<file path="src/core/dcd_pkg.sv">
package dcd_pkg;

	// ****************************************************************
	// Register byte offsets
	// ****************************************************************
	localparam logic [13:0] DCD_OFS_CTRL = 14'h1c00;
	localparam logic [13:0] DCD_OFS_BLUE = 14'h1cfc;
	localparam logic [13:0] DCD_OFS_SLOT_FIRST = 14'h1e80;
	localparam logic [13:0] DCD_OFS_SLOT_LAST = 14'h1ebc;
	localparam logic [13:0] DCD_OFS_MAP_FIRST = 14'h1e30;
	localparam logic [13:0] DCD_OFS_MAP_LAST = 14'h1e3c;
	localparam logic [13:0] DCD_DRAW_BASE = 14'h1c00;

	// ****************************************************************
	// Reset values and field positions
	// ****************************************************************
	localparam logic [31:0] DCD_CTRL_RST = 32'h0000_0000;
	localparam logic [23:0] DCD_BLUE_RST = 24'h00_0000;
	localparam logic [7:0] DCD_MAP_RST = 8'h00;
	localparam int DCD_OPC_LSB = 0;
	localparam int DCD_ATY_LSB = 4;
	localparam int DCD_LIN_BIT = 7;
	localparam int DCD_ZM_LSB = 8;
	localparam int DCD_SOLID_BIT = 11;
	localparam int DCD_ARZ_BIT = 12;
	localparam int DCD_SGNZ_BIT = 13;
	localparam int DCD_SHZ_BIT = 14;
	localparam int DCD_BOP_LSB = 16;
	localparam int DCD_TRN_LSB = 20;
	localparam int DCD_BLT_LSB = 25;
	localparam int DCD_PAT_BIT = 29;
	localparam int DCD_KEY_BIT = 30;
	localparam int DCD_BLUE_W = 24;
	localparam logic [6:0] DCD_EDGE_CLR = 7'h77;
	localparam logic [3:0] DCD_BOP_SRC = 4'hc;
	// Screen-door thresholds, one nibble per cell, index {y, x}.
	localparam logic [63:0] DCD_DOOR = 64'h5d7f_91b3_6e4c_a280;

	// ****************************************************************
	// Encodings
	// ****************************************************************
	typedef enum logic [3:0] {
		DCD_OP_LINE_OPEN = 4'h0, DCD_OP_AUTO_OPEN = 4'h1,
		DCD_OP_LINE_CLOSE = 4'h2, DCD_OP_AUTO_CLOSE = 4'h3,
		DCD_OP_TRAP = 4'h4, DCD_OP_HOST_FED_FILL = 4'h5,
		DCD_OP_LOAD_HQ = 4'h7, DCD_OP_COPY_BLIT = 4'h8,
		DCD_OP_HOST_IMAGE_LOAD = 4'h9, DCD_OP_READBACK = 4'ha,
		DCD_OP_RSV = 4'hb, DCD_OP_FAST_COPY = 4'hc,
		DCD_OP_LOAD_SCALE = 4'hd, DCD_OP_LOAD_HQ_HV = 4'he,
		DCD_OP_LOAD_FILTER = 4'hf
	} dcd_opc_t;
	typedef enum logic [2:0] {
		DCD_AT_REPLACE_WRITE = 3'h0, DCD_AT_READ_MODIFY_WRITE = 3'h1,
		DCD_AT_RSV2 = 3'h2, DCD_AT_DEPTH_SHADE = 3'h3,
		DCD_AT_BLOCK_WRITE = 3'h4, DCD_AT_RSV5 = 3'h5,
		DCD_AT_RSV6 = 3'h6, DCD_AT_SHADE_ZCMP = 3'h7
	} dcd_atype_t;
	typedef enum logic [2:0] {
		DCD_ZM_ALWAYS = 3'h0, DCD_ZM_RSV = 3'h1, DCD_ZM_EQ = 3'h2,
		DCD_ZM_NE = 3'h3, DCD_ZM_LT = 3'h4, DCD_ZM_LE = 3'h5,
		DCD_ZM_GT = 3'h6, DCD_ZM_GE = 3'h7
	} dcd_zmode_t;
	typedef enum logic [3:0] {
		DCD_SF_MONO_LE = 4'h0, DCD_SF_PLANE = 4'h1,
		DCD_SF_FORMATTED_COLOR_SOURCE = 4'h2, DCD_SF_BGR32 = 4'h3,
		DCD_SF_MONO_HOST = 4'h4, DCD_SF_RGB32 = 4'h7,
		DCD_SF_BGR24 = 4'hb, DCD_SF_YUV = 4'he, DCD_SF_RGB24 = 4'hf
	} dcd_srcfmt_t;

	typedef struct packed {
		logic [3:0] bop;
		logic ztest;
		logic zwrite;
		logic fclip;
		logic pat;
		logic cexp;
		logic bgwr;
		logic transp;
		logic rsv;
	} dcd_flags_t;

endpackage : dcd_pkg

</file>
<file path="src/core/dcd_rop.sv">
`timescale 1ns/1ps
module dcd_rop
	import dcd_pkg::*;
#(
	parameter int W = 32
) (
	input wire logic [3:0] bop,
	input wire logic [W-1:0] dst,
	input wire logic [W-1:0] src,
	output logic [W-1:0] res
);

	// ****************************************************************
	// Per-bit two-input function
	// ****************************************************************
	// The function code is itself the truth table, index {S, D}.
	for (genvar i = 0; i < W; i++) begin : g_bit
		assign res[i] = bop[{src[i], dst[i]}];
	end

endmodule : dcd_rop

</file>
<file path="src/core/dcd_top.sv">
`timescale 1ns/1ps
// What this block does
// - Decode operation code in bits 3:0.
// - Decode memory access type in bits 6:4.
// - Block write forces replace, ignoring logic function.
// - Depth-compare shading gates writes, never writes depth.
// - Bit 7 selects x-y or linear blit.
// - Bits 10:8 choose depth comparison for updates.
// - Bit 11 loads source pattern words all ones.
// - Bit 12 clears edge registers except register three.
// - Bit 13 clears every direction flag.
// - Bit 14 clears shifter; zero leaves it.
// - Bits 19:16 pick sixteen destination/source functions.
// - Bits 23:20 pick screen-door opacity pattern.
// - Decode blit source format in bits 28:25.
// - Formatted-colour memory copy enables fast clipping.
// - Bit 29 enables patterning during copy blits.
// - Bit 30 honoured for blits, styled lines, fills.
// - Colour expansion writes background only when key clear.
// - Keyed blit skips when masked source equals key.
// - Sixteen write-only slots forward through mapping bytes.
// - Target is drawing base plus mapping byte.
// - Blue step holds signed 24-bit fixed point.
module dcd_top
	import dcd_pkg::*;
#(
	parameter int PW = 32,
	parameter int ZW = 16
) (
	input wire logic clk,
	input wire logic rstn,
	input wire logic ce,
	input wire logic wr_en,
	input wire logic [13:0] wr_addr,
	input wire logic [31:0] wr_data,
	input wire logic pix_valid,
	input wire logic [PW-1:0] pix_src,
	input wire logic [PW-1:0] pix_dst,
	input wire logic [ZW-1:0] pix_z_new,
	input wire logic [ZW-1:0] pix_z_old,
	input wire logic [1:0] pix_x,
	input wire logic [1:0] pix_y,
	input wire logic pix_is_bg,
	input wire logic [PW-1:0] key_value,
	input wire logic [PW-1:0] key_mask,
	output logic fwd_valid,
	output logic [13:0] fwd_addr,
	output logic [31:0] fwd_data,
	output logic src_ones_load,
	output logic [6:0] edge_clear,
	output logic dir_clear,
	output logic shift_clear,
	output logic [3:0] opcode,
	output logic [2:0] access_type,
	output logic linear_mode,
	output logic [2:0] depth_mode,
	output logic [3:0] logic_func,
	output logic [3:0] opacity,
	output logic [3:0] src_format,
	output logic pattern_en,
	output logic fast_clip_en,
	output logic depth_test_en,
	output logic depth_write_en,
	output logic bg_write_en,
	output logic transp_en,
	output logic code_reserved,
	output logic [23:0] blue_y_step,
	output logic out_valid,
	output logic out_write,
	output logic [PW-1:0] out_data,
	output logic out_z_write
);

	if (PW < 1 || PW > 32) begin : g_chk_pw
		$error("dcd_top: PW must lie in 1..32");
	end
	if (ZW < 1 || ZW > 32) begin : g_chk_zw
		$error("dcd_top: ZW must lie in 1..32");
	end

	// ****************************************************************
	// State
	// ****************************************************************
	typedef struct packed {
		logic [31:0] ctrl;
		dcd_flags_t fl;
		logic [DCD_BLUE_W-1:0] blue;
		logic [15:0][7:0] map;
		logic fwd_v;
		logic [13:0] fwd_a;
		logic [31:0] fwd_d;
		logic ones;
		logic [6:0] edge_c;
		logic dir_c;
		logic shift_c;
		logic o_v;
		logic o_w;
		logic [PW-1:0] o_d;
		logic o_zw;
	} dcd_state_t;

	function automatic dcd_flags_t dcd_derive(input logic [31:0] c);
		dcd_flags_t f;
		logic [3:0] opc;
		logic [2:0] at;
		logic [3:0] bm;
		opc = c[DCD_OPC_LSB +: 4];
		at = c[DCD_ATY_LSB +: 3];
		bm = c[DCD_BLT_LSB +: 4];
		f.bop = c[DCD_BOP_LSB +: 4];
		if (at == DCD_AT_BLOCK_WRITE) begin
			f.bop = DCD_BOP_SRC;
		end
		f.ztest = at == DCD_AT_DEPTH_SHADE || at == DCD_AT_SHADE_ZCMP;
		f.zwrite = at == DCD_AT_DEPTH_SHADE;
		f.fclip = opc == DCD_OP_COPY_BLIT &&
			bm == DCD_SF_FORMATTED_COLOR_SOURCE;
		f.pat = c[DCD_PAT_BIT] && (opc == DCD_OP_COPY_BLIT ||
			opc == DCD_OP_FAST_COPY);
		f.cexp = bm == DCD_SF_MONO_LE || bm == DCD_SF_MONO_HOST ||
			bm == DCD_SF_PLANE;
		f.bgwr = !(f.cexp && c[DCD_KEY_BIT]);
		f.transp = c[DCD_KEY_BIT] && (opc[3] || opc == DCD_OP_TRAP ||
			opc == DCD_OP_HOST_FED_FILL || (opc < DCD_OP_TRAP &&
			bm == DCD_SF_FORMATTED_COLOR_SOURCE));
		case (bm)
			DCD_SF_MONO_LE, DCD_SF_PLANE, DCD_SF_FORMATTED_COLOR_SOURCE,
			DCD_SF_BGR32, DCD_SF_MONO_HOST, DCD_SF_RGB32, DCD_SF_BGR24,
			DCD_SF_YUV, DCD_SF_RGB24: f.rsv = 1'b0;
			default: f.rsv = 1'b1;
		endcase
		if (opc == DCD_OP_RSV || at == DCD_AT_RSV2 || at == DCD_AT_RSV5 ||
			at == DCD_AT_RSV6 || c[DCD_ZM_LSB +: 3] == DCD_ZM_RSV) begin
			f.rsv = 1'b1;
		end
		return f;
	endfunction : dcd_derive

	localparam dcd_state_t DCD_ST_RST = '{
		ctrl: DCD_CTRL_RST,
		fl: dcd_derive(DCD_CTRL_RST),
		blue: DCD_BLUE_RST,
		map: {16{DCD_MAP_RST}},
		default: '0
	};

	dcd_state_t state_reg;
	dcd_state_t state_next;
	logic [1:0] src_v;
	logic [1:0][13:0] src_a;
	logic [1:0][31:0] src_d;
	logic [PW-1:0] rop_res;
	logic z_pass;
	logic door_open;
	logic skip;

	// ****************************************************************
	// Pixel helpers
	// ****************************************************************
	dcd_rop #(
		.W(PW)
	) u_rop (
		.bop(state_reg.fl.bop),
		.dst(pix_dst),
		.src(pix_src),
		.res(rop_res)
	);

	dcd_zgate #(
		.ZW(ZW)
	) u_zgate (
		.zmode(state_reg.ctrl[DCD_ZM_LSB +: 3]),
		.z_new(pix_z_new),
		.z_old(pix_z_old),
		.trans(state_reg.ctrl[DCD_TRN_LSB +: 4]),
		.px(pix_x),
		.py(pix_y),
		.z_pass(z_pass),
		.opaque(door_open)
	);

	// ****************************************************************
	// Next state
	// ****************************************************************
	// The forwarded write lands first so that a direct write to the
	// same register in the same cycle, being newer, wins.
	assign src_v = {wr_en, state_reg.fwd_v};
	assign src_a = {wr_addr, state_reg.fwd_a};
	assign src_d = {wr_data, state_reg.fwd_d};

	assign skip = (!state_reg.fl.bgwr && pix_is_bg) ||
		(!state_reg.fl.cexp && state_reg.fl.transp &&
		((pix_src & key_mask) == key_value));

	always_comb begin
		state_next = state_reg;
		state_next.fwd_v = 1'b0;
		state_next.ones = 1'b0;
		state_next.edge_c = '0;
		state_next.dir_c = 1'b0;
		state_next.shift_c = 1'b0;
		for (int k = 0; k < 2; k++) begin
			if (src_v[k] && src_a[k] == DCD_OFS_CTRL) begin
				state_next.ctrl = src_d[k];
				if (src_d[k][DCD_SOLID_BIT]) begin
					state_next.ones = 1'b1;
				end
				if (src_d[k][DCD_ARZ_BIT]) begin
					state_next.edge_c = DCD_EDGE_CLR;
				end
				if (src_d[k][DCD_SGNZ_BIT]) begin
					state_next.dir_c = 1'b1;
				end
				if (src_d[k][DCD_SHZ_BIT]) begin
					state_next.shift_c = 1'b1;
				end
			end
			if (src_v[k] && src_a[k] == DCD_OFS_BLUE) begin
				state_next.blue = src_d[k][DCD_BLUE_W-1:0];
			end
		end
		// Mapping and slots are reached only directly; forwarded targets
		// stay below them, so a forward can never forward again.
		if (wr_en && wr_addr >= DCD_OFS_MAP_FIRST &&
			wr_addr <= DCD_OFS_MAP_LAST && wr_addr[1:0] == 2'b00) begin
			for (int b = 0; b < 4; b++) begin
				state_next.map[{wr_addr[3:2], 2'(b)}] = wr_data[8*b +: 8];
			end
		end
		if (wr_en && wr_addr >= DCD_OFS_SLOT_FIRST &&
			wr_addr <= DCD_OFS_SLOT_LAST && wr_addr[1:0] == 2'b00) begin
			state_next.fwd_v = 1'b1;
			state_next.fwd_a = DCD_DRAW_BASE +
				{6'h00, state_reg.map[wr_addr[5:2]]};
			state_next.fwd_d = wr_data;
		end
		state_next.fl = dcd_derive(state_next.ctrl);
		state_next.o_v = pix_valid;
		state_next.o_w = pix_valid && door_open && !skip &&
			(!state_reg.fl.ztest || z_pass) && !state_reg.fl.rsv;
		state_next.o_d = rop_res;
		state_next.o_zw = state_next.o_w && state_reg.fl.zwrite;
	end

	always_ff @(posedge clk) begin
		if (!rstn) begin
			state_reg <= DCD_ST_RST;
		end else if (ce) begin
			state_reg <= state_next;
		end
	end

	// ****************************************************************
	// Outputs
	// ****************************************************************
	assign fwd_valid = state_reg.fwd_v;
	assign fwd_addr = state_reg.fwd_a;
	assign fwd_data = state_reg.fwd_d;
	assign src_ones_load = state_reg.ones;
	assign edge_clear = state_reg.edge_c;
	assign dir_clear = state_reg.dir_c;
	assign shift_clear = state_reg.shift_c;
	assign opcode = state_reg.ctrl[DCD_OPC_LSB +: 4];
	assign access_type = state_reg.ctrl[DCD_ATY_LSB +: 3];
	assign linear_mode = state_reg.ctrl[DCD_LIN_BIT];
	assign depth_mode = state_reg.ctrl[DCD_ZM_LSB +: 3];
	assign logic_func = state_reg.fl.bop;
	assign opacity = state_reg.ctrl[DCD_TRN_LSB +: 4];
	assign src_format = state_reg.ctrl[DCD_BLT_LSB +: 4];
	assign pattern_en = state_reg.fl.pat;
	assign fast_clip_en = state_reg.fl.fclip;
	assign depth_test_en = state_reg.fl.ztest;
	assign depth_write_en = state_reg.fl.zwrite;
	assign bg_write_en = state_reg.fl.bgwr;
	assign transp_en = state_reg.fl.transp;
	assign code_reserved = state_reg.fl.rsv;
	assign blue_y_step = state_reg.blue;
	assign out_valid = state_reg.o_v;
	assign out_write = state_reg.o_w;
	assign out_data = state_reg.o_d;
	assign out_z_write = state_reg.o_zw;

	logic ctrl_wr;
	logic slot_wr;
	assign ctrl_wr = ce && wr_en && wr_addr == DCD_OFS_CTRL;
	assign slot_wr = ce && wr_en && wr_addr >= DCD_OFS_SLOT_FIRST &&
		wr_addr <= DCD_OFS_SLOT_LAST && wr_addr[1:0] == 2'b00;
endmodule : dcd_top

</file>
<file path="src/core/dcd_zgate.sv">
`timescale 1ns/1ps
module dcd_zgate
	import dcd_pkg::*;
#(
	parameter int ZW = 16
) (
	input wire logic [2:0] zmode,
	input wire logic [ZW-1:0] z_new,
	input wire logic [ZW-1:0] z_old,
	input wire logic [3:0] trans,
	input wire logic [1:0] px,
	input wire logic [1:0] py,
	output logic z_pass,
	output logic opaque
);

	// ****************************************************************
	// Depth comparison and screen door
	// ****************************************************************
	always_comb begin
		case (dcd_zmode_t'(zmode))
			DCD_ZM_ALWAYS: z_pass = 1'b1;
			DCD_ZM_EQ: z_pass = z_new == z_old;
			DCD_ZM_NE: z_pass = z_new != z_old;
			DCD_ZM_LT: z_pass = z_new < z_old;
			DCD_ZM_LE: z_pass = z_new <= z_old;
			DCD_ZM_GT: z_pass = z_new > z_old;
			DCD_ZM_GE: z_pass = z_new >= z_old;
			// A reserved compare writes nothing rather than guessing.
			default: z_pass = 1'b0;
		endcase
	end

	// A cell is written when its threshold reaches the opacity code.
	assign opaque = DCD_DOOR[{py, px, 2'b00} +: 4] >= trans;

endmodule : dcd_zgate

</file>
<file path="config.mk">
export PLATFORM = sky130hd
export DESIGN_NAME = dcd_top
export DESIGN_NICKNAME = d
export VERILOG_FILES = /design/src/core/dcd_pkg.sv /design/src/core/dcd_rop.sv /design/src/core/dcd_top.sv /design/src/core/dcd_zgate.sv
export SDC_FILE = /design/constraint.sdc
export NUM_CORES = 1
export LEC_CHECK = 0
export BUFFER_PORTS_ARGS = -buffer_cell sky130_fd_sc_hd__buf_2
export CAP_MARGIN = 10
export CORE_ASPECT_RATIO = 0.9
export CORE_MARGIN = 5
export CORE_UTILIZATION = 45
export DETAILED_ROUTE_END_ITERATION = 8
export PLACE_DENSITY = 0.74
export SYNTH_ARGS = -nofsm -noshare
export SYNTH_HDL_FRONTEND = slang
export SYNTH_SLANG_ARGS = --single-unit
</file>
<file path="constraint.sdc">
create_clock -name clk -period 6.1 [get_ports clk]
set_input_delay 0.305 -clock clk [delete_from_list [all_inputs] [get_ports clk]]
set_output_delay 0.305 -clock clk [all_outputs]
set_load 0.01 [all_outputs]
</file>
After elaboration in Yosys (flattened, before gate mapping):

Memories as Yosys holds them, arrays and structs flattened.
Cells that the tools add are included.

* register bits: 286
* memory bits (read-only): 16
* input bits: 216
* output and inout port bits: 146
* word-level logic and storage cells: 273
* memories: 1

* add/sub/neg operators: 1
* $lt $le $gt $ge: 51
* equal/unequal tests: 28
* shifts and indexed selects: 1
* multiplexer cells: 96
* bitwise logic cells: 1
* reduce and logical (&&, ||, !) cells: 55

Memories
* (name not given): depth 16, bits a word 1, read ports 1, clocked after Yosys merged registers in 0, write ports 0, line dcd_top.sv:126 `case (bm)`

Operators with widths (number)
* bitwise mux 128 bit: 4
* less-than comparator 2 x 3 -> 1 bit, second input constant: 32
* binary-select mux 1 bit (select 2 bit): 32
* demux 8 bit (select 2 bit): 4
* variable part select 64 x 7 -> 4 bit, first input constant: 1
* 2-to-1 mux 31 bit: 2
* == test 14 x 13 -> 1 bit, second input constant: 4
* 2-to-1 mux 24 bit: 2
* 2-to-1 mux 47 bit: 1
* 2-to-1 mux 8 bit: 5
* 2-to-1 mux 1 bit: 39
* AND 32 bit: 1
* binary-select mux 8 bit (select 4 bit): 1
* == test 32 bit: 1
* greater-or-equal comparator 14 x 13 -> 1 bit, second input constant: 2
* less-or-equal comparator 14 x 13 -> 1 bit, second input constant: 2
* logical AND 1 bit: 27
* less-than comparator 4 x 5 -> 1 bit, second input constant: 5
* == test 3 bit, second input constant: 8
* 2-to-1 mux 10 bit: 2
* == test 16 bit: 1
* greater-or-equal comparator 16 bit: 1
* greater-or-equal comparator 4 x 1 -> 1 bit, second input constant: 4
* greater-than comparator 16 bit: 1
* 22 further kinds: 51

Longest topological paths before layout:

Gate-level depths: netlist of the first run.

* depth in word-level cells: 10
* depth in mapped cells: 11
* depth with buffers taken out: 9

By module:

Synthesis of the first run repeated with hierarchy kept, for this count alone.

* cells, all modules: 1666
* area total of the unflattened synthesis: 14098.5 um^2

Modules (own cells, without submodules)
* dcd_top: instances 1, cells an instance 1543, area an instance 12733.5 um^2, seq. area each 5405.2 um^2
* dcd_rop: instances 1, cells an instance 44, area an instance 780.7 um^2, seq. area each 0.0 um^2
* dcd_zgate: instances 1, cells an instance 79, area an instance 584.3 um^2, seq. area each 0.0 um^2

Least setup slack after synthesis of the first run:

OpenSTA, ideal clock, no wires.

* path type: reg2reg
* from: reg state_reg, in the netlist fwd_addr[2]
* to: reg state_reg, in the netlist code_reserved
* library setup time: 0.142 ns
* arrival time: 2.695 ns
* data required time: 5.958 ns
* setup slack: 3.264 ns
* cell stages (with the launch flop): 12
* path buffers: 2
* clock period less this slack: 2.836 ns
* path through: dfxtp_1 or4_1 or4_1 buf_6 buf_6 mux2i_1 a21oi_1 inv_1 ha_1 nor3b_1 a41oi_1 a41oi_2

RTL lines
* start, declared: line dcd_top.sv:147 `dcd_state_t state_reg;`
* start signal, assigned: line dcd_top.sv:249 `state_reg <= state_next;`

==> results_dict.tcl, run 1 <==
set metrics [dict create \
    min_period_ns 3.12 \
    num_vias 12200 \
    synthDistinctLibCells 60 \
    ios 362 \
    first_pass_grt_wire_length_um 71400 \
    synth_area_leaders "dfxtp_1 (37%), mux4_2 (11%), nand2_1 (8.7%)" \
    register_area_sq_um 5410 \
    detailedRoute.firstPassIterationCount 5 \
    die-width_um 201 \
    synth_area_sq_um 14800 \
    gr-usage-all-layers_pct 24.8 \
    post-dp-hpwl_um 34800 \
    cp-start-kind "flip-flop" \
    final.period_utilization_pct 51.1 \
    cp-end-kind "flip-flop" \
    cts-root-buf "clkbuf_16" \
    yosys.area.top_type_share_pct 36.6 \
    result_of_the_run "complete, no violations" \
    detail_route.iter0.violations 1079 \
    postLayoutCellArea_sq_um 16900 \
    number_of_flip_flops_under_the_largest_register_name 135 \
    hold_buffers 0 \
    cts.repair.resized 0 \
    cts.path.max_buffers 3 \
    synth_top_flop_cell "dfxtp_1" \
    hold_ws_ns 0.0603 \
    fin_setup_tns_ns 0 \
    final-hold-violation-count 0 \
    globalRoute.totalOverflow 0 \
    p_total_mw 4.02 \
    path_clk_slew_ns 0.06 \
    die-area_sq_um 36600 \
    post_route_cells_drive_above_1_share_pct 28.6 \
    holdCritPathClass "in -> reg" \
    grt_start_max_net_pins 161 \
    avgSynthCellArea_sq_um 9.33 \
    total_leakage_power_nw 7.26 \
    synthMostInstantiatedCell "nand2_1" \
    grt_pass1_vias 11600 \
    tritoncts "built" \
    critPathKind "reg -> reg" \
    cell_internal_pwr_mw 3.10 \
    synthDominantAreaCellType "dfxtp_1" \
    clock-skew-final_ns 0.00793 \
    report.final.setup_viol 0 \
    seqPwrFrac_pct 44.2 \
    r2r_slack_ns 2.98 \
    ctsHtreeMaxLevel 1 \
    post_cts_setup_buffer_count 0 \
    synthesis.instances 1584 \
    sw_frac_of_total_pct 22.9 \
    multiInputGateArea_sq_um 7800 \
    initial_cell_density_of_the_core_pct 45.2 \
    synth.top_cells.by_count "nand2_1 (344), dfxtp_1 (270), buf_4 (134)" \
    irDropWorstVdd_mv 0.177 \
    yosys_register_bits 270 \
    cts_made_buffers 29 \
    fill_cells 2985 \
    design.core.area_sq_um 32700 \
    antenna_left 0 \
    synthesis.yosys.warnings 0 \
    crit_arrival_ns 3.50 \
    vias_per_cell 5.54 \
    grt_setup_unrepaired "false" \
    synth_sequential_area_ratio_pct 36.6 \
    place.gp.congestion 0.963 \
    remaining_drc_errors 0 \
    clock_latency_ns 0.54 \
    worst_ep_required_time_ns 6.48 \
    initial_antenna_violation_count 5 \
    cts_sinks 270 \
    pwr-share-comb_pct 8.7 \
    clockPowerShare_pct 47.2 \
    ys_async_sr_fraction_pct 0 \
    drv_slew 0 \
    synth_enable_flop_cells 0 \
    power.switching_uw 923 \
    placed_cell_area_sq_um 15800 \
    critical_path.max_fanout 26 \
    wirelength_um 48200 \
    worst_slew_margin_rel_pct 25.3 \
    route.detailed.wl_per_inst_um 21.9 \
    power.density_cell_area_nw_per_um2 239 \
    fmax_mhz 321 \
    die_height_um 182 \
    max-cap-violations 0 \
    worst_pin_slew_ns 1.12 \
    final_core_utilization_pct 51.6 \
    syn_to_final_growth_pct 14.2 \
    std_cell_rows 63 \
    place.port_buffers 357 \
    design.final.nets 1991 \
]
## power groups by stage
stage / logic (mW) / clock network, mW / registers (mW)
floorplan: 0.183 / 0 / 1.82
global placement: 0.345 / 0 / 1.82
detailed placement: 0.346 / 0 / 1.82
CTS: 0.347 / 1.92 / 1.78
global route: 0.375 / 2.00 / 1.78
finish: 0.348 / 1.90 / 1.78
## cells in the final DEF, fill, tap and decap left out, types with 6 or more instances in the layout
cell and count:
o21ai_0 10, mux2i_1 123, nand2b_1 10, a21boi_0 43
a21o_1 6, o211ai_1 8, buf_4 20, buf_2 355
mux4_2 72, xor2_1 33, ha_1 24, nand2_1 344
nand4_1 12, dfxtp_1 270, clkbuf_16 29, nor2_1 26
a21boi_1 102, nand3_1 7, o211a_1 28, clkbuf_8 8
a21oi_1 30, o21ai_1 6, nor2b_1 87, inv_1 34
## critical path, stage by stage (launching register included)
cell     delay (ns)
dfxtp_1        0.33
or4_1          0.51
or4_1          0.40
buf_4          0.29
mux2i_1        0.17
a21oi_1        0.35
inv_1          0.11
ha_1           0.28
nor3b_1        0.15
a41oi_1        0.21
a41oi_2        0.13
## layer usage
layer / global-route usage (%) / part of all wire (%) / vias to the layer above
li1: - / - / 5638
met1: 34.9 / 43 / 5984
met2: 38.6 / 46 / 485
met3: 5.77 / 8.1 / 66
met4: 6.63 / 2.5 / 2
met5: 0 / 0.041 / -
## cell type report
| type | instances | area share, % |
|---|---|---|
| antenna | 5 | 0.0742 |
| sequential | 270 | 32.0 |
| clock inverter | 9 | 1.02 |
| timing repair buffer | 377 | 11.7 |
| tap | 422 | 3.13 |
| multi-input combinational | 1039 | 46.3 |
| inverter | 34 | 0.756 |
| clock buffer | 42 | 5.07 |
## kinds of logic (layout without fill, tap and decap cells)
group / after synthesis / after routing / share of synthesized area, %
and+or+nand+nor: 525 / 525 / 16.3
buffers and inverters: 278 / 462 / 10.8
DFF: 270 / 270 / 36.6
AOI/OAI and AO/OA: 257 / 257 / 12.9
muxes: 195 / 195 / 19.3
xor gates and xnor gates: 34 / 34 / 2.01
adders and majority gates: 24 / 24 / 2.03
other: 1 / 9 / 0.0254
## per-stage QoR
stage          cells  setup WS [ns]
4_1_cts         2192           2.99
3_3_place_gp    2141           2.95
6_report        2198           2.98
2_1_floorplan   1587           3.26
3_5_place_dp    2141           2.87
5_1_grt         2196           2.85
## final timing paths
check	startpoint	to	cells after the start
setup reg to reg	fwd_addr[2]	code_reserved	10
hold reg to reg	state_reg[132]	state_reg[132]	2
hold / removal	pix_valid	out_valid	3
setup / recovery	fwd_addr[2]	code_reserved	10
No activity file was read; power rests on OpenSTA's default activity.
==> run 2: changes to the inputs <==
Clock period 6.1 ns to 3.2 ns, I/O delays scaled along.
==> results_dict.tcl, run 2 (same netlist as run 1, synthesis figures left out) <==
set metrics [dict create \
    result_of_the_run "complete, no violations" \
    critPathKind "reg -> reg" \
    cts_made_buffers 30 \
    post_route_cells_drive_above_1_share_pct 28.6 \
    globalRoute.totalOverflow 0 \
    cts.path.max_buffers 3 \
    antenna_left 0 \
    total_leakage_power_nw 7.44 \
    worstRegToRegCells 8 \
    worstReg2RegStart "fwd_addr[2]" \
    detail_route.iter0.violations 1010 \
    place.gp.congestion 0.963 \
    place.detailed.instances 2149 \
    r2r_slack_ns 0.14 \
    post-dp-hpwl_um 35700 \
    crit_arrival_ns 3.46 \
    fin_setup_tns_ns 0 \
    wirelength_um 48400 \
    initial_antenna_violation_count 5 \
    design.final.nets 2031 \
    report.final.setup_viol 0 \
    holdCritPathClass "in -> reg" \
    p_total_mw 7.65 \
    final-hold-violation-count 0 \
    critical_path.max_fanout 22 \
    grt_setup_unrepaired "false" \
    min_from "wr_data[11]" \
    r2r_end "code_reserved" \
    placed_cell_area_sq_um 15900 \
    post_cts_setup_buffer_count 0 \
    syn_to_final_growth_pct 16.8 \
    final-instance-count-excl-fill 2238 \
    final.period_utilization_pct 95.5 \
    cp-end-kind "flip-flop" \
    irDropWorstVdd_mv 0.365 \
    mostFrequentLayoutCells "buf_2 (355), nand2_1 (344), dfxtp_1 (270)" \
    number_of_flip_flops_under_the_largest_register_name 135 \
    initial_cell_density_of_the_core_pct 45.2 \
    worst_ep_required_time_ns 3.61 \
    tritoncts "built" \
    cts-root-buf "clkbuf_16" \
    cts_sinks 270 \
    worst_slew_margin_rel_pct 47.8 \
    min_period_ns 3.06 \
    die-area_sq_um 36600 \
    detailedRoute.firstPassIterationCount 5 \
    power.density_cell_area_nw_per_um2 443 \
    std_cell_rows 63 \
    worst_hold_path.num_cells 3 \
    die_height_um 182 \
    grt_start_max_net_pins 124 \
    worst_pin_slew_ns 0.783 \
    num_vias 12300 \
    vias_per_cell 5.48 \
    die-width_um 201 \
    gr-usage-all-layers_pct 24.8 \
    clock-skew-final_ns 0.0173 \
    ios 362 \
    clock_latency_ns 0.55 \
    path_clk_slew_ns 0.06 \
    max-cap-violations 0 \
    layout_commonest_cell "buf_2" \
    route.detailed.wl_per_inst_um 21.6 \
    fmax_mhz 327 \
    cp-start-kind "flip-flop" \
    design.core.area_sq_um 32700 \
    ctsHtreeMaxLevel 1 \
    first_pass_grt_wire_length_um 71500 \
    final_core_utilization_pct 52.8 \
    place.port_buffers 357 \
    drv_slew 0 \
    remaining_drc_errors 0 \
    postLayoutCellArea_sq_um 17300 \
    timing.hold.worst_endpoint "state_reg[135]" \
    grt_pass1_vias 11800 \
]
## run 2: cell types whose count changed in the layout (fill, tap and decap cells not counted), moves of 3 or more
cell / delta
buf_12: +4
clkinv_2: +4
buf_4: +4
diode_2: -3
dlygate4sd3_1: +32
## run 2: report_power, final
part | internal [mW] | leakage, nW | switching [mW]
logic | 0.322 | 4.75 | 0.379
clock network | 2.15 | 0.511 | 1.41
registers | 3.38 | 2.18 | 0.0111
total | 5.85 | 7.44 | 1.80
## run 2: metal layers
layer	up-vias	global-route usage [%]	part of all wire, %
li1	5715	-	-
met1	5985	34.7	43
met2	493	39.6	47
met3	72	5.64	8.2
met4	4	5.28	2.1
met5	-	0	0.043
## run 2: area by class of cell
type	instances	area, sq um
Multi-Input combinational cell	1039	7810
Timing Repair Buffer	416	2370
Clock inverter	12	143
Fill cell	2975	15400
Antenna cell	2	5.00
Clock buffer	43	881
Sequential cell	270	5410
Inverter	34	128
Tap cell	422	528
## run 2: metrics by stage
stage,setup slack (ns),hold slack [ns]
after detailed placement,0.0953,0.437
after global placement,0.203,0.432
final,0.145,0.0253
after CTS,0.0924,0.00115
after floorplan,0.364,0.299
after global routing,0.0497,0.0149
## run 2: worst max-delay path by stage
stage                      from             to  slack, ns  depth (start not counted)
finish              fwd_addr[2]  code_reserved       0.14                          8
global route        fwd_addr[2]  code_reserved       0.05                          8
CTS                 fwd_addr[2]  code_reserved       0.09                          9
detailed placement  fwd_addr[2]  code_reserved        0.1                          9
global placement    fwd_addr[2]  code_reserved       0.20                          9
floorplan           fwd_addr[2]  code_reserved       0.36                         11
## run 2: critical path, stage by stage, from the launching register on
cell and delay, ns:
dfxtp_1 0.33, or4_1 0.50, or4_1 0.62, buf_4 0.35
mux2i_1 0.15, a21oi_1 0.39, nor2b_1 0.12, a221oi_2 0.31
a41oi_2 0.14
## run 2: repair_timing
item | 4_1_cts | 5_1_grt
resized for setup | 0 | 1
setup endpoints to repair | 0 | 1
hold endpoints to repair | 120 | 0
hold buffers | 32 | 0
==> run 3: changes to the inputs <==
Settings changed: CTS_BUF_LIST set to sky130_fd_sc_hd__clkbuf_2 sky130_fd_sc_hd__clkbuf_4 sky130_fd_sc_hd__clkbuf_8, GPL_TIMING_DRIVEN set to 0.
==> results_dict.tcl, run 3 (same netlist as run 1, synthesis figures left out) <==
set metrics [dict create \
    result_of_the_run "complete, no violations" \
    pwr-share-comb_pct 10.4 \
    drv_slew 0 \
    post-place-ws_ns -0.216 \
    clock-skew-final_ns 0.0194 \
    die_height_um 182 \
    clockPowerShare_pct 44.1 \
    critPathKind "reg -> reg" \
    crit_arrival_ns 3.51 \
    vias_per_cell 5.52 \
    syn_to_final_growth_pct 24.6 \
    first_pass_grt_wire_length_um 81800 \
    mostFrequentLayoutCells "buf_2 (373), nand2_1 (344), dfxtp_1 (270)" \
    path_common_cell "buf_6" \
    finalWorstSetupSlack_ns 0.0945 \
    power.density_cell_area_nw_per_um2 406 \
    place.port_buffers 355 \
    route.detailed.wl_per_inst_um 22.6 \
    path_clk_slew_ns 0.06 \
    initial_antenna_violation_count 2 \
    clock_latency_ns 0.57 \
    sw_frac_of_total_pct 25.5 \
    final-instance-count-excl-fill 2482 \
    num_vias 13700 \
    grt_pass1_vias 13100 \
    irDropWorstVdd_mv 0.326 \
    cts-root-buf "clkbuf_8" \
    place.detailed.instances 2364 \
    number_of_flip_flops_under_the_largest_register_name 135 \
    worst_ep_required_time_ns 3.61 \
    ctsHtreeMaxLevel 2 \
    layout_commonest_cell "buf_2" \
    fin_setup_tns_ns 0 \
    cp-start-kind "flip-flop" \
    cell_internal_pwr_mw 5.57 \
    initial_cell_density_of_the_core_pct 45.2 \
    final-hold-violation-count 0 \
    post_route_cells_drive_above_1_share_pct 33.1 \
    gr-usage-all-layers_pct 29.0 \
    critical_path.max_fanout 10 \
    max-cap-violations 0 \
    std_cell_rows 63 \
    grt_start_max_net_pins 13 \
    cts_made_buffers 46 \
    remaining_drc_errors 0 \
    placed_cell_area_sq_um 17100 \
    wirelength_um 56000 \
    post-dp-hpwl_um 43100 \
    tritoncts "built" \
    crit_path_top_delay_cell "or4_1" \
    ios 362 \
    report.final.setup_viol 0 \
    fmax_mhz 322 \
    cts_sinks 270 \
    min_period_ns 3.11 \
    power.switching_mw 1.90 \
    final.period_utilization_pct 97.0 \
    total_leakage_power_nw 8.24 \
    globalRoute.totalOverflow 0 \
    critPathMaxStageDelay_ns 0.52 \
    design.core.area_sq_um 32700 \
    antenna_left 0 \
    detail_route.iter0.violations 1433 \
    design.final.nets 2264 \
    p_total_mw 7.47 \
    holdCritPathClass "in -> reg" \
    postLayoutCellArea_sq_um 18400 \
    cp-end-kind "flip-flop" \
    path_cells "or4_1, or4_4, buf_6, buf_6, mux2i_1, a21oi_2, inv_1, ha_1, nor3b_1, a41oi_1, a41oi_2" \
    die-area_sq_um 36600 \
    cts.path.max_buffers 3 \
    seqPwrFrac_pct 45.4 \
    detailedRoute.firstPassIterationCount 6 \
    worst_pin_slew_ns 1.05 \
    worst_slew_margin_rel_pct 29.8 \
    die-width_um 201 \
    place.gp.congestion 1.03 \
    grt_setup_unrepaired "false" \
]
run 3: cell type report:
cell class	count	area (sq um)
fill	2903	14300
multi-input combinational	1039	7800
sequential	270	5410
timing repair buffer	389	2110
buffer	244	1460
clock buffer	73	886
tap	422	528
inverter	34	128
clock inverter	10	82.6
antenna	1	2.50
run 3: worst max-delay path: cells and delay by family, from the launching register on:
family | cells | cell delay, ns
fa+ha+maj | 1 | 0.30
mux | 1 | 0.14
flops | 1 | 0.33
compound gates | 3 | 0.59
buf+inv | 3 | 0.45
simple gates | 3 | 1.13
run 3: timing repair:
item	CTS	global route
resized for setup	1	2
endpoints found under the setup margin	1	1
pin swaps	0	1
setup buffers	0	2
endpoints found under the hold margin	111	0
hold buffers	32	0
gates cloned	0	0
run 3: power by group through the flow:
stage	clock, mW	sequential (mW)	combinational, mW
final	3.30	3.39	0.780
after global routing	3.47	3.39	0.822
after CTS	3.31	3.39	0.762
after detailed placement	0	3.47	0.730
after global placement	0	3.47	0.725
after floorplan	0	3.46	0.349
run 3: metal layers:
metal | routed length, um | track usage, %
met1 | 24000 | 41.3
met2 | 24700 | 44.3
met3 | 5830 | 6.68
met4 | 1440 | 8.01
met5 | 13 | 0
run 3: final timing paths:
kind               endpoint  depth (start not counted)  slack, ns      startpoint
min          state_reg[133]                          3       0.04      wr_data[9]
max reg2reg   code_reserved                         11       0.09     fwd_addr[2]
max           code_reserved                         11       0.09     fwd_addr[2]
min reg2reg  state_reg[151]                          2       0.45  state_reg[151]
run 3: through the flow:
| step | util (%) | hold slack [ns] |
|---|---|---|
| global placement | 52.3 | 0.433 |
| floorplan | - | 0.299 |
| finish | 56.3 | 0.0351 |
| detailed placement | 52.3 | 0.443 |
| CTS | 56.2 | 0.00356 |
| global route | 56.3 | 0.0206 |
